## config.mk

```make
export PLATFORM = sky130hd
export DESIGN_NAME = bstp_top
export DESIGN_NICKNAME = d
export VERILOG_FILES = /design/src/hw/bstp_chain.v /design/src/hw/bstp_top.v
export VERILOG_INCLUDE_DIRS = /design/src /design/src/hw
export SDC_FILE = /design/constraint.sdc
export NUM_CORES = 1
export LEC_CHECK = 0
export BUFFER_PORTS_ARGS = -buffer_cell sky130_fd_sc_hd__buf_4
export CAP_MARGIN = 20
export CELL_PAD_IN_SITES_DETAIL_PLACEMENT = 1
export CELL_PAD_IN_SITES_GLOBAL_PLACEMENT = 2
export CORE_MARGIN = 4
export CORE_UTILIZATION = 35
export CTS_CLUSTER_SIZE = 25
export DETAILED_ROUTE_END_ITERATION = 16
export PLACE_DENSITY_LB_ADDON = 0.1
export SYNTH_ARGS = -nofsm -noshare
export SYNTH_HDL_FRONTEND = slang
export SYNTH_SLANG_ARGS = --single-unit
```

## constraint.sdc

```tcl
create_clock -name CLK_I -period 2.7 [get_ports CLK_I]
set_input_delay 0.405 -clock CLK_I [delete_from_list [all_inputs] [get_ports CLK_I]]
set_output_delay 0.405 -clock CLK_I [all_outputs]
set_load 0.05 [all_outputs]
```

## src/hw/bstp_defines.vh

```
// constants for the boundary-scan test port: instruction codes, id fields, timing
// assumes it is included by bare name from the design files
// How it works
// - 4-bit instruction; 0000 boundary chain, cells drive outputs
// - 1111 selects one-bit passthrough register
// - 0010 loads and shifts 32-bit identification value
// - 0100 floats all outputs, passthrough in path
// - 0011 cells drive outputs, passthrough in path
// - 0001 boundary chain samples pins or preloads
// - id: revision, part, vendor fields, bit0 one
`ifndef BSTP_DEFINES_VH
`define BSTP_DEFINES_VH
`define BSTP_IR_W        4
`define BSTP_OP_EXTEST   4'h0
`define BSTP_OP_SAMPLE   4'h1
`define BSTP_OP_IDCODE   4'h2
`define BSTP_OP_CLAMP    4'h3
`define BSTP_OP_HIGHZ    4'h4
`define BSTP_OP_BYPASS   4'hf
`define BSTP_ID_W        32
`define BSTP_REV_HI      31
`define BSTP_REV_LO      28
`define BSTP_PART_HI     27
`define BSTP_PART_LO     12
`define BSTP_VEND_HI     11
`define BSTP_VEND_LO     1
`define BSTP_TCK_NS      100
`define BSTP_CLK_NS      100
`endif

```

## src/hw/bstp_chain.v

```verilog
// boundary cell chain: capture/shift stage plus update stage per cell
// assumes shift/capture/update strobes are one-cycle pulses on CLK_I
`timescale 1ns/100ps
`default_nettype none
module bstp_chain #(
	parameter N = 8
) (
	input  wire         clk_i,
	input  wire         rst_i,
	input  wire         capture_i,
	input  wire         shift_i,
	input  wire         update_i,
	input  wire         si_i,
	input  wire [N-1:0] pins_i,
	output wire         so_o,
	output reg  [N-1:0] cells_o
);
	reg [N-1:0] stage;
	// shift stage: pins captured, serial data moves toward so_o (bit 0)
	always @(posedge clk_i or posedge rst_i) begin
		if (rst_i) begin
			stage <= {N{1'b0}};
		end else if (capture_i) begin
			stage <= pins_i;
		end else if (shift_i) begin
			stage <= {si_i, stage[N-1:1]};
		end
	end
	// update stage holds preloaded values so outputs stay still while shifting
	always @(posedge clk_i or posedge rst_i) begin
		if (rst_i) begin
			cells_o <= {N{1'b0}};
		end else if (update_i) begin
			cells_o <= stage;
		end
	end
	assign so_o = stage[0];
endmodule
`default_nettype wire

```

## src/hw/bstp_top.v

```verilog
// boundary-scan test port top: tap controller, instruction, id, bypass, pin muxing
// assumes TCK/TMS/TDI/TRST_N arrive asynchronously; CLK_I much faster than TCK
`timescale 1ns/100ps
`default_nettype none
`include "bstp_defines.vh"
module bstp_top #(
	parameter       BSC_N = 8,
	parameter [3:0] REV   = 4'h1,    // arbitrary value
	parameter [15:0] PART = 16'h1234, // arbitrary value
	parameter [10:0] VEND = 11'h055  // arbitrary value
) (
	input  wire             CLK_I,
	input  wire             RST_I,
	input  wire             TCK_I,
	input  wire             TMS_I,
	input  wire             TDI_I,
	input  wire             TRST_N_I,
	input  wire [BSC_N-1:0] CORE_OUT_I,
	input  wire [BSC_N-1:0] PIN_IN_I,
	output reg              TDO_O,
	output reg              TDO_OE_N_O,
	output wire [BSC_N-1:0] PIN_OUT_O,
	output wire             PIN_OE_N_O
);
	// controller states, one-hot; one flop per state keeps the decode shallow
	localparam [15:0] RESET_ST = 16'h0001; // test logic reset, instruction forced to id
	localparam [15:0] IDLE     = 16'h0002;
	localparam [15:0] SEL_DR   = 16'h0004;
	localparam [15:0] CAP_DR   = 16'h0008;
	localparam [15:0] SH_DR    = 16'h0010;
	localparam [15:0] EX1_DR   = 16'h0020;
	localparam [15:0] PA_DR    = 16'h0040;
	localparam [15:0] EX2_DR   = 16'h0080;
	localparam [15:0] UP_DR    = 16'h0100;
	localparam [15:0] SEL_IR   = 16'h0200;
	localparam [15:0] CAP_IR   = 16'h0400;
	localparam [15:0] SH_IR    = 16'h0800;
	localparam [15:0] EX1_IR   = 16'h1000;
	localparam [15:0] PA_IR    = 16'h2000;
	localparam [15:0] EX2_IR   = 16'h4000;
	localparam [15:0] UP_IR    = 16'h8000;

	// identification word built field by field at fixed bit positions
	wire [`BSTP_ID_W-1:0] id_value;
	assign id_value[`BSTP_REV_HI:`BSTP_REV_LO]   = REV;
	assign id_value[`BSTP_PART_HI:`BSTP_PART_LO] = PART;
	assign id_value[`BSTP_VEND_HI:`BSTP_VEND_LO] = VEND;
	assign id_value[0]                           = 1'b1; // marks an id register present

	// two-flop synchronisers; only stage two is read by logic
	// tms resets to its idle level; trst reads asserted until the pin is seen high
	reg [1:0] tck_s, tms_s, tdi_s, trst_s;
	reg       tck_d;
	always @(posedge CLK_I or posedge RST_I) begin
		if (RST_I) begin
			tck_s  <= 2'h0;
			tms_s  <= 2'h3;
			tdi_s  <= 2'h0;
			trst_s <= 2'h0;
			tck_d  <= 1'b0;
		end else begin
			tck_s  <= {tck_s[0], TCK_I};
			tms_s  <= {tms_s[0], TMS_I};
			tdi_s  <= {tdi_s[0], TDI_I};
			trst_s <= {trst_s[0], TRST_N_I};
			tck_d  <= tck_s[1];
		end
	end
	wire tck_rise = tck_s[1] & ~tck_d;
	wire tck_fall = ~tck_s[1] & tck_d;
	wire trst     = ~trst_s[1];
	wire tms      = tms_s[1];
	wire tdi      = tdi_s[1];

	// sixteen-state controller stepped on rising tck
	reg [15:0] state;
	reg [15:0] next_state;
	always @* begin
		next_state = state;
		case (state)
		RESET_ST: next_state = tms ? RESET_ST : IDLE;
		IDLE:     next_state = tms ? SEL_DR : IDLE;
		SEL_DR:   next_state = tms ? SEL_IR : CAP_DR;
		CAP_DR:   next_state = tms ? EX1_DR : SH_DR;
		SH_DR:    next_state = tms ? EX1_DR : SH_DR;
		EX1_DR:   next_state = tms ? UP_DR : PA_DR;
		PA_DR:    next_state = tms ? EX2_DR : PA_DR;
		EX2_DR:   next_state = tms ? UP_DR : SH_DR;
		UP_DR:    next_state = tms ? SEL_DR : IDLE;
		SEL_IR:   next_state = tms ? RESET_ST : CAP_IR;
		CAP_IR:   next_state = tms ? EX1_IR : SH_IR;
		SH_IR:    next_state = tms ? EX1_IR : SH_IR;
		EX1_IR:   next_state = tms ? UP_IR : PA_IR;
		PA_IR:    next_state = tms ? EX2_IR : PA_IR;
		EX2_IR:   next_state = tms ? UP_IR : SH_IR;
		UP_IR:    next_state = tms ? SEL_DR : IDLE;
		default:  next_state = RESET_ST;
		endcase
	end
	always @(posedge CLK_I or posedge RST_I) begin
		if (RST_I) begin
			state <= RESET_ST;
		end else if (trst) begin
			state <= RESET_ST;
		end else if (tck_rise) begin
			state <= next_state;
		end
	end

	// action strobes: the state is acted on at the tck edge that leaves it
	// each strobe lasts one CLK_I cycle, starting two CLK_I edges after the pin edge
	wire do_cap_dr = tck_rise & (state == CAP_DR);
	wire do_sh_dr  = tck_rise & (state == SH_DR);
	wire do_up_dr  = tck_rise & (state == UP_DR);
	wire do_cap_ir = tck_rise & (state == CAP_IR);
	wire do_sh_ir  = tck_rise & (state == SH_IR);
	wire do_up_ir  = tck_rise & (state == UP_IR);

	// instruction register: shift stage and active copy
	reg [`BSTP_IR_W-1:0] ir_shift;
	reg [`BSTP_IR_W-1:0] instruction_reg;
	always @(posedge CLK_I or posedge RST_I) begin
		if (RST_I) begin
			ir_shift        <= `BSTP_OP_IDCODE;
			instruction_reg <= `BSTP_OP_IDCODE;
		end else if (trst || (state == RESET_ST)) begin
			ir_shift        <= `BSTP_OP_IDCODE;
			instruction_reg <= `BSTP_OP_IDCODE;
		end else if (do_cap_ir) begin
			ir_shift <= 4'h1; // fixed capture pattern, low bits 01
		end else if (do_sh_ir) begin
			ir_shift <= {tdi, ir_shift[`BSTP_IR_W-1:1]};
		end else if (do_up_ir) begin
			instruction_reg <= ir_shift; // undefined codes are never sent
		end
	end

	// decode of five of the six codes; bypass is not decoded
	// reserved codes match none of these and fall to the passthrough bit
	wire op_ext  = (instruction_reg == `BSTP_OP_EXTEST);
	wire op_smp  = (instruction_reg == `BSTP_OP_SAMPLE);
	wire op_id   = (instruction_reg == `BSTP_OP_IDCODE);
	wire op_clmp = (instruction_reg == `BSTP_OP_CLAMP);
	wire op_hz   = (instruction_reg == `BSTP_OP_HIGHZ);
	wire use_bsc = op_ext | op_smp;

	// identification register loaded on capture, shifted lsb first
	reg [`BSTP_ID_W-1:0] identification_reg;
	always @(posedge CLK_I or posedge RST_I) begin
		if (RST_I) begin
			identification_reg <= {`BSTP_ID_W{1'b0}};
		end else if (op_id && do_cap_dr) begin
			identification_reg <= id_value;
		end else if (op_id && do_sh_dr) begin
			identification_reg <= {tdi, identification_reg[`BSTP_ID_W-1:1]};
		end
	end

	// one-bit passthrough captures zero, used by bypass, highz, clamp and reserved
	reg single_bit_passthrough_reg;
	always @(posedge CLK_I or posedge RST_I) begin
		if (RST_I) begin
			single_bit_passthrough_reg <= 1'b0;
		end else if (do_cap_dr) begin
			single_bit_passthrough_reg <= 1'b0;
		end else if (do_sh_dr) begin
			single_bit_passthrough_reg <= tdi;
		end
	end

	// boundary chain captures pin values only; shifts only when selected
	wire             bsc_so;
	wire [BSC_N-1:0] bsc_cells;
	bstp_chain #(.N(BSC_N)) boundary_cell_chain (
		.clk_i     (CLK_I),
		.rst_i     (RST_I),
		.capture_i (use_bsc & do_cap_dr),
		.shift_i   (use_bsc & do_sh_dr),
		.update_i  (use_bsc & do_up_dr),
		.si_i      (tdi),
		.pins_i    (PIN_IN_I),
		.so_o      (bsc_so),
		.cells_o   (bsc_cells)
	);

	// output pins: cells drive in extest and clamp, all float in highz
	// sample leaves the core in charge so a capture never disturbs the system
	wire drive_cells = op_ext | op_clmp;
	genvar gi;
	generate
		for (gi = 0; gi < BSC_N; gi = gi + 1) begin : g_pin
			assign PIN_OUT_O[gi] = drive_cells ? bsc_cells[gi] : CORE_OUT_I[gi];
		end
	endgenerate
	assign PIN_OE_N_O = op_hz;

	// serial path select; bypass for highz, clamp, bypass and reserved
	// in shift-ir the capture pattern leaves first, whatever instruction is active
	reg tdo_sel;
	always @* begin
		if (state == SH_IR) begin
			tdo_sel = ir_shift[0];
		end else if (use_bsc) begin
			tdo_sel = bsc_so;
		end else if (op_id) begin
			tdo_sel = identification_reg[0];
		end else begin
			tdo_sel = single_bit_passthrough_reg;
		end
	end
	// tdo changes on falling tck, driven only while shifting
	// updating on the fall gives the controller half a tck period of settle time
	always @(posedge CLK_I or posedge RST_I) begin
		if (RST_I) begin
			TDO_O      <= 1'b0;
			TDO_OE_N_O <= 1'b1;
		end else if (tck_fall) begin
			TDO_O      <= tdo_sel;
			TDO_OE_N_O <= ~((state == SH_DR) | (state == SH_IR));
		end
	end
endmodule
`default_nettype wire

```

==> run_results.csv, run 1 <==
group,metric,value,unit
cells_and_area,final_cells,585,
setup_path,cp_max_fo,9,
synthesis,synth_top_area_frac,0.484,
cells_and_area,final_nets,462,
detailed_routing,vias,3104,
synthesis,synth_edf_count,0,
setup_path,cp-start-kind,"flip-flop",
timing,clock.fmax,423,MHz
power,ir_drop,0.429,mV
setup_path,slowest_stage,"or4_4",
setup_path,cp-end-kind,"flip-flop",
timing,slew_headroom,0.602,
synthesis,synthArstFlopShare,1.00,
die,die_x,115,um
synthesis,synth_nets,430,
placement,gp_congestion,0.819,
detailed_routing,wl_per_cell,16.7,um
power,design_power_total,2550,uW
synthesis,synthCells,408,
clock_network,postCtsSetupBuffers,0,
timing,setup_viol_count_final,0,
synthesis,yosysWarnings,0,
global_routing,grt_overflow,0,
placement,dp.cells,569,
die,die_area,13300,um^2
cells_and_area,diodes,0,
synthesis,ys.flop_type,"dfrtp_1",
synthesis,yosysUniqueCellTypes,49,
detailed_routing,viasPerCell,5.31,
synthesis,synth_top_area_cell,"dfrtp_1",
placement,dpl.hpwl,6900,um
cells_and_area,largest_reg_flops,32,
setup_path,r2r_setup_slack,330,ps
synthesis,netlist_area,4040,um^2
setup_path,ff2ff_path_depth,5,
timing,fin_ws,334,ps
power,p_leak,0.00199,uW
timing,fin_crit_sh,0.876,
job,drv_cap,0,
setup_path,cp.required,2910,ps
die,num_rows,38,
detailed_routing,drc,0,
setup_path,r2r-start,"state[12]",
global_routing,grt_usage,0.158,
synthesis,ys_seq_elements,84,
global_routing,grt_pass1_vias,3187,
global_routing,antenna_found_initial,0,
setup_path,path_cells,"or4_4 -> nor4_4 -> and4_1 -> buf_4 -> mux2_4",
clock_network,cts_tree,"yes",
die,initial_core_util,0.364,
worst_hold_path,hp-class,"input port to async pin",
detailed_routing,finalWirelength,9770,um
cells_and_area,syn_to_final_growth,16.9,%
die,core,11100,um^2
cells_and_area,mostFrequentLayoutCells,"nand2_1, dfrtp_1, o21ai_0, buf_4, nor2_1",
clock_network,clk_path_buf_depth,2,
timing,finalHoldViolCount,0,
clock_network,clk_latency,330,ps
power,cellPowerDensity,540,nW/um^2
clock_network,hold_buffers,0,
cells_and_area,layout_commonest_cell,"nand2_1",
placement,dpl_worst_slack,344,ps
clock_network,path_clk_slew,60,ps
global_routing,grt_max_degree,64,
die,die_y,115,um
placement,port_buffers,32,
synthesis,yosys-top-cells-area,"dfrtp_1, nand2_1, o21ai_0",
clock_network,cts-root-buf,"clkbuf_16",
die,design.portCount,33,
global_routing,grt_pass1_wl,16700,um
timing,final.min_clock_period,2370,ps
timing,tightestPinTransition,588,ps
detailed_routing,drt_first_pass_iters,4,
timing,drv_slew,0,
setup_path,critPathKind,"flip-flop to flip-flop",
clock_network,cts_resized,0,
timing,setup_tns,0,ps
detailed_routing,antenna_left,0,
clock_network,htreeDepth,3,
setup_path,crit_buf_inv,1,
run_status,status,"completed",
timing,grt_setup_unrepaired,"no",
synthesis,yosysSeqAreaShare,0.523,
setup_path,r2r_end,"boundary_cell_chain.cells_o[4]",
setup_path,cp.arrival,2580,ps
synthesis,synth_area_per_cell,9.89,um^2
clock_network,cts_inserted_buffers,9,
clock_network,cts.sinks,84,
setup_path,critPathTopFamily,"simple AND/OR/NAND/NOR gates",
cells_and_area,drive_gt1_frac,0.211,
detailed_routing,drt_iter0_drc,174,
timing,finClkSkew,7.60,ps
setup_path,max_stage_delay,610,ps
==> stage by stage <==
| stage | hold WS, ps | cell area (um^2) | utilization |
|---|---|---|---|
| 2_1_floorplan | 331 | 4040 | - |
| 3_3_place_gp | 333 | 4460 | 0.402 |
| 3_5_place_dp | 337 | 4460 | 0.402 |
| 4_1_cts | 63.3 | 4720 | 0.426 |
| 5_1_grt | 85.8 | 4720 | 0.426 |
| 6_report | 58.2 | 4720 | 0.426 |
==> worst max path at each step <==
| stage | cells after the start | slack [ps] | endpoint | startpoint |
|---|---|---|---|---|
| final | 5 | 330 | boundary_cell_chain.cells_o[4] | state[12] |
| after global routing | 4 | 50 | boundary_cell_chain.stage[3] | state[5] |
| after CTS | 4 | 330 | PIN_OUT_O[4] | instruction_reg[1] |
| after detailed placement | 5 | 340 | boundary_cell_chain.cells_o[4] | state[12] |
| after global placement | 5 | 380 | boundary_cell_chain.cells_o[5] | state[12] |
| after floorplan | 1 | 140 | TDO_O | RST_I |
==> power by group <==
group | leakage, uW | switching, uW | internal (uW)
registers | 0.00110 | 12.4 | 1270
clock network | 0.000120 | 482 | 626
logic | 0.000774 | 96.2 | 58.5
==> metal layers <==
layer,track usage,up-vias,part of all wire,wire length (um)
met5,0,-,0,0
met4,0.0415,0,0.012,120
met3,0.0326,8,0.039,382
met2,0.238,50,0.44,4280
met1,0.233,1535,0.51,4990
li1,-,1511,-,-
==> logic make-up (layout without fill, tap and decap cells) <==
kind of cell	after synthesis	after routing	share of synthesized area
and+or+nand+nor	182	182	0.239
AOI/OAI and AO/OA	89	89	0.131
DFF	84	84	0.523
buffers and inverters	27	64	0.0304
muxes	22	22	0.0676
xor gates and xnor gates	4	4	0.00868
==> cells in the mapped netlist (all sizes together) (2+ instances only) <==
| cell | count |
|---|---|
| nand3 | 10 |
| xnor2 | 2 |
| a21boi | 3 |
| a21oi | 7 |
| dfrtp | 78 |
| inv | 2 |
| nor3 | 10 |
| xor2 | 2 |
| a22o | 2 |
| a31oi | 3 |
| and3 | 2 |
| clkbuf | 17 |
| nand2b | 7 |
| nand2 | 79 |
| or3 | 2 |
| nor4b | 9 |
| nand4 | 6 |
| dfstp | 6 |
| and2 | 10 |
| o22ai | 9 |
| nor4 | 7 |
| nor2 | 22 |
| a22oi | 6 |
| nor2b | 10 |
| mux2i | 4 |
| o41ai | 2 |
| buf | 8 |
| mux2 | 18 |
| or4 | 4 |
| and4 | 2 |
| o21ai | 49 |
==> worst register-to-register path, delay by kind of cell, from the launching register on <==
kind | cells | cell delay, ps
flops | 1 | 470
mux | 1 | 320
buf+inv | 1 | 200
simple gates | 3 | 1260
==> final cells by class <==
class	count	area, um^2
well taps	140	175
repair buffers	46	358
multi-input cells	297	1800
flip-flops and latches	84	2110
fillers	1263	6360
inverters	2	8.76
clock buffers	13	240
clock inverters	3	23.8
(Power assumes the default switching activity.)
==> inputs of run 2 (changes only) <==
--- a/config.mk
+++ b/config.mk
@@ -6,12 +6,13 @@
 export SDC_FILE = /design/constraint.sdc
 export NUM_CORES = 1
 export LEC_CHECK = 0
+export ABC_AREA = 1
 export BUFFER_PORTS_ARGS = -buffer_cell sky130_fd_sc_hd__buf_4
 export CAP_MARGIN = 20
 export CELL_PAD_IN_SITES_DETAIL_PLACEMENT = 1
 export CELL_PAD_IN_SITES_GLOBAL_PLACEMENT = 2
 export CORE_MARGIN = 4
-export CORE_UTILIZATION = 35
+export CORE_UTILIZATION = 34
 export CTS_CLUSTER_SIZE = 25
 export DETAILED_ROUTE_END_ITERATION = 16
 export PLACE_DENSITY_LB_ADDON = 0.1
==> run 2 against run 1 <==
Die area grew 8.0%; clock-buffer cell count shrank 3; wire length grew 1.2%; sequential power is essentially flat; core utilization shrank 2.1 points; via count grew 0.64%; register-to-register slack gained 250 ps; first-iteration DRC count shrank 26%; final area grew 3.9%; worst hold slack lost 2.1 ps; maximum frequency shrank 2.6%; critical endpoint is now PIN_OUT_O[3]; largest power group unchanged.
==> run_results.csv, run 2 <==
group,metric,value,unit
die,core,12100,um^2
timing,setup_tns,0,ps
setup_path,ff2ff_path_depth,9,
clock_network,postCtsSetupBuffers,0,
placement,dp.cells,648,
cells_and_area,final_cells,664,
synthesis,synth_area_per_cell,9.29,um^2
synthesis,yosys-top-cells-area,"dfrtp_1, o21ai_2, nand2_1",
cells_and_area,diodes,0,
synthesis,synthTopCellsByCount,"nand2_1, dfrtp_1, inv_1",
detailed_routing,viasPerCell,4.70,
timing,clock.fmax,412,MHz
global_routing,grt_pass1_wl,17000,um
timing,slew_headroom,0.514,
timing,finalHoldViolCount,0,
synthesis,synth_top_area_frac,0.459,
clock_network,cts_resized,0,
setup_path,cp-start-kind,"flip-flop",
detailed_routing,drc,0,
synthesis,synthCells,458,
cells_and_area,largest_reg_flops,32,
die,num_rows,40,
setup_path,cp.required,2300,ps
synthesis,netlist_area,4260,um^2
placement,dpl_cell_area,4620,um^2
clock_network,cts.sinks,84,
global_routing,grt_usage,0.149,
die,die_area,14400,um^2
cells_and_area,final_nets,513,
clock_network,cts_tree,"yes",
cells_and_area,drive_gt1_frac,0.327,
placement,gp_congestion,0.790,
timing,tightestPinTransition,728,ps
detailed_routing,antenna_left,0,
setup_path,path_cells,"inv_1 -> nand2_1 -> nand2_1 -> a21oi_2 -> mux2_2 -> buf_4",
die,initial_core_util,0.351,
placement,port_buffers,32,
global_routing,grt_max_degree,43,
setup_path,cp-end-kind,"output pin",
timing,finClkSkew,9.75,ps
power,p_leak,0.00225,uW
synthesis,synthArstFlopShare,1.00,
setup_path,cp_max_fo,8,
clock_network,cts-root-buf,"clkbuf_16",
synthesis,yosysUniqueCellTypes,35,
detailed_routing,drt_iter0_drc,129,
setup_path,slowest_stage,"dfrtp_1",
die,die_y,120,um
power,design_power_total,2740,uW
setup_path,cpMostUsedCell,"nand2_1",
detailed_routing,vias,3124,
synthesis,ys.flop_type,"dfrtp_1",
clock_network,cts_inserted_buffers,9,
synthesis,ys_seq_elements,84,
synthesis,yosysSeqAreaShare,0.496,
setup_path,critPathTopFamily,"flip-flops",
setup_path,critPathKind,"flip-flop to output pin",
cells_and_area,stdcell_area,4900,um^2
synthesis,yosysWarnings,0,
worst_hold_path,hp-class,"input port to async pin",
power,ir_drop,0.217,mV
clock_network,path_clk_slew,70,ps
timing,grt_setup_unrepaired,"no",
global_routing,grt_overflow,0,
timing,drv_slew,0,
cells_and_area,syn_to_final_growth,15.2,%
setup_path,crit_buf_inv,2,
synthesis,synth_nets,480,
synthesis,synth_top_area_cell,"dfrtp_1",
clock_network,htreeDepth,3,
synthesis,yosysMostFrequentCell,"nand2_1",
die,die_x,120,um
timing,final.min_clock_period,2430,ps
timing,setup_viol_count_final,0,
global_routing,grt_pass1_vias,3301,
setup_path,cp.arrival,2020,ps
clock_network,hold_buffers,0,
job,drv_cap,0,
detailed_routing,finalWirelength,9890,um
global_routing,antenna_found_initial,0,
cells_and_area,mostFrequentLayoutCells,"nand2_1, dfrtp_1, inv_1, o21ai_2, buf_4",
cells_and_area,layout_commonest_cell,"nand2_1",
run_status,status,"completed",
timing,fin_crit_sh,0.900,
clock_network,clk_path_buf_depth,2,
detailed_routing,drt_first_pass_iters,4,
setup_path,cp_num_cells,6,
placement,dpl.hpwl,7000,um
setup_path,max_stage_delay,390,ps
power,cellPowerDensity,558,nW/um^2
clock_network,clk_latency,340,ps
synthesis,synth_edf_count,0,
die,design.portCount,33,
cells_and_area,n_fill_cell,1440,
detailed_routing,wl_per_cell,14.9,um
==> run 2: changes by cell type after synthesis, sizes merged, moves of 14 or more <==
cell / previous run / this run
nand2: 79 / 103
nor2: 22 / 43
o21ai: 49 / 82
clkbuf: 17 / 1
inv: 2 / 57
nand3: 10 / 24
==> run 2: area by class of cell <==
class                   count  area [um^2]  share of cell area
multi-input cells         303         1800               0.367
clock buffers              10          239              0.0487
flip-flops and latches     84         2110               0.430
repair buffers             36          283              0.0577
clock inverters             6         46.3             0.00944
inverters                  57          215              0.0439
well taps                 168          210              0.0429
==> run 2: routing by layer <==
metal	share of wire	track usage
met4	0.013	0.0494
met5	0	0
met1	0.50	0.215
met2	0.46	0.220
met3	0.030	0.0349
==> run 2: logic make-up (layout without fill, tap and decap cells) <==
kind of cell	count (synthesis)	count (layout)	share of synthesized area
simple gates	185	185	0.227
compound gates	110	110	0.175
flops	84	84	0.496
buf+inv	71	109	0.0814
mux	8	8	0.0212
==> run 2: worst paths after layout <==
check,start,to,slack (ps)
worst min register to register,tck_s[0],tck_s[1],350
worst max register to register,state[8],boundary_cell_chain.stage[7],580
worst min-delay path,RST_I,ir_shift[2],60
worst max-delay path,instruction_reg[0],PIN_OUT_O[3],270
min in group CLK_I,TDI_I,tdi_s[0],170
max in group asynchronous,RST_I,tms_s[0],1950
==> run 2: report_power, final <==
group / internal, uW / switching, uW / total, uW
clock: 655 / 532 / 1190
combinational: 81.2 / 176 / 257
sequential: 1280 / 12.9 / 1290
total: 2020 / 721 / 2740
==> run 2: stage by stage <==
stage          hold WS (ps)   util  worst slack [ps]
2_1_floorplan           331      -               140
3_3_place_gp            336  0.381               640
3_5_place_dp            347  0.381               550
4_1_cts                61.0  0.405               206
5_1_grt                84.8  0.405               100
6_report               56.1  0.405               270
==> inputs of run 3 (changes only) <==
--- a/config.mk
+++ b/config.mk
@@ -8,9 +8,9 @@
 export LEC_CHECK = 0
 export ABC_AREA = 1
 export BUFFER_PORTS_ARGS = -buffer_cell sky130_fd_sc_hd__buf_4
-export CAP_MARGIN = 20
 export CELL_PAD_IN_SITES_DETAIL_PLACEMENT = 1
 export CELL_PAD_IN_SITES_GLOBAL_PLACEMENT = 2
+export CORE_ASPECT_RATIO = 1.25
 export CORE_MARGIN = 4
 export CORE_UTILIZATION = 34
 export CTS_CLUSTER_SIZE = 25
==> run 3 against run 2 <==
Sequential share of layout area down 0.17 points; critical endpoint is now PIN_OUT_O[2]; largest power group unchanged; register-to-register slack better by 150 ps; non-clock buffer count unchanged; clock skew down 5.5 ps; final area up 0.41%; via count up 1.6%; setup slack worse by 17 ps; sequential power about the same; power up 3.7%; final cell count down 0.60%; clock power up 8%; global-route usage up 0.40 points.
==> run_results.csv, run 3 (synthesis results as in run 2) <==
group,metric,value,unit
die,num_rows,45,
detailed_routing,drt_iter0_drc,107,
timing,setup_viol_count_final,0,
clock_network,clk_latency,340,ps
power,p_leak,0.00226,uW
global_routing,grt_usage,0.153,
setup_path,r2r-start,"state[7]",
global_routing,grt_overflow,0,
clock_network,hold_buffers,0,
detailed_routing,drc,0,
die,core,12200,um^2
detailed_routing,vias,3175,
setup_path,cp_max_fo,8,
setup_path,ff2ff_path_depth,9,
die,design.portCount,33,
clock_network,htreeDepth,3,
global_routing,grt_pass1_vias,3506,
setup_path,r2r_setup_slack,730,ps
detailed_routing,drt_first_pass_iters,4,
die,die_x,108,um
placement,gp_congestion,0.717,
timing,tightestPinTransition,717,ps
setup_path,cp-start-kind,"flip-flop",
power,cellPowerDensity,576,nW/um^2
worst_hold_path,hp-class,"input port to async pin",
timing,grt_setup_unrepaired,"no",
timing,fin_ws,254,ps
clock_network,cts_tree,"yes",
global_routing,grt_max_degree,48,
global_routing,antenna_found_initial,0,
setup_path,cp.required,2300,ps
cells_and_area,mostFrequentLayoutCells,"nand2_1, dfrtp_1, inv_1, o21ai_2, buf_4",
clock_network,postCtsSetupBuffers,0,
die,die_area,14400,um^2
timing,drv_slew,0,
cells_and_area,syn_to_final_growth,15.7,%
cells_and_area,drive_gt1_frac,0.327,
detailed_routing,finalWirelength,10100,um
detailed_routing,antenna_left,0,
timing,slew_headroom,0.522,
power,ir_drop,0.292,mV
timing,finClkSkew,4.24,ps
job,drv_cap,0,
clock_network,clk_path_buf_depth,2,
setup_path,cp.arrival,2040,ps
setup_path,cp-end-kind,"output pin",
timing,fin_crit_sh,0.906,
clock_network,cts-root-buf,"clkbuf_16",
timing,clock.fmax,409,MHz
die,initial_core_util,0.348,
die,die_y,133,um
timing,setup_tns,0,ps
placement,dpl.hpwl,7310,um
timing,finalHoldViolCount,0,
cells_and_area,final_nets,513,
cells_and_area,diodes,0,
clock_network,cts_inserted_buffers,9,
placement,port_buffers,32,
detailed_routing,viasPerCell,4.81,
global_routing,grt_pass1_wl,17300,um
cells_and_area,final_core_util,0.403,
setup_path,critPathKind,"flip-flop to output pin",
clock_network,path_clk_slew,70,ps
timing,final.min_clock_period,2450,ps
clock_network,cts.sinks,84,
cells_and_area,layout_commonest_cell,"nand2_1",
clock_network,cts_resized,0,
cells_and_area,largest_reg_flops,32,
detailed_routing,wl_per_cell,15.3,um
setup_path,r2r_end,"boundary_cell_chain.stage[7]",
run_status,status,"completed",
placement,dpl_worst_slack,588,ps
[run 3: through the flow]
step | power [uW] | hold WS [ps] | instances | cell area [um^2]
3_3_place_gp | 1570 | 334 | 644 | 4610
5_1_grt | 2960 | 150 | 660 | 4920
4_1_cts | 2890 | 148 | 660 | 4920
3_5_place_dp | 1580 | 342 | 644 | 4610
2_1_floorplan | 1490 | 331 | 458 | 4260
6_report | 2840 | 142 | 660 | 4920
[run 3: critical path, cell delays in order, from the launching register on]
cell and delay [ps]:
dfrtp_1 380, inv_1 80, nand2_1 140, nand2_1 90
a21oi_2 420, mux2_2 400, buf_4 190
[run 3: worst max path at each step]
| stage | start | endpoint | cells after the start |
|---|---|---|---|
| 2_1_floorplan | RST_I | TDO_O | 1 |
| 3_3_place_gp | instruction_reg[0] | PIN_OUT_O[5] | 6 |
| 3_5_place_dp | instruction_reg[0] | PIN_OUT_O[7] | 6 |
| 4_1_cts | instruction_reg[0] | PIN_OUT_O[7] | 6 |
| 5_1_grt | instruction_reg[0] | PIN_OUT_O[0] | 6 |
| 6_report | instruction_reg[0] | PIN_OUT_O[2] | 6 |
[run 3: routing by layer]
layer / wire length, um / vias up / global-route usage / share of wire
met5: 0 / - / 0 / 0
met4: 195 / 0 / 0.0653 / 0.019
met3: 172 / 12 / 0.0257 / 0.017
met2: 5440 / 19 / 0.269 / 0.54
met1: 4290 / 1581 / 0.182 / 0.42
li1: - / 1563 / - / -
[run 3: area by class of cell]
type | count | area [um^2]
fillers | 1458 | 7290
repair buffers | 36 | 283
flip-flops and latches | 84 | 2110
well taps | 164 | 205
inverters | 57 | 215
clock buffers | 10 | 239
multi-input cells | 303 | 1800
clock inverters | 6 | 71.3
[run 3: report_power, final]
part | internal [uW] | switching (uW) | leakage, uW | total (uW)
combinational | 80.3 | 175 | 0.00102 | 255
sequential | 1280 | 12.8 | 0.00109 | 1290
clock | 752 | 539 | 0.000151 | 1290
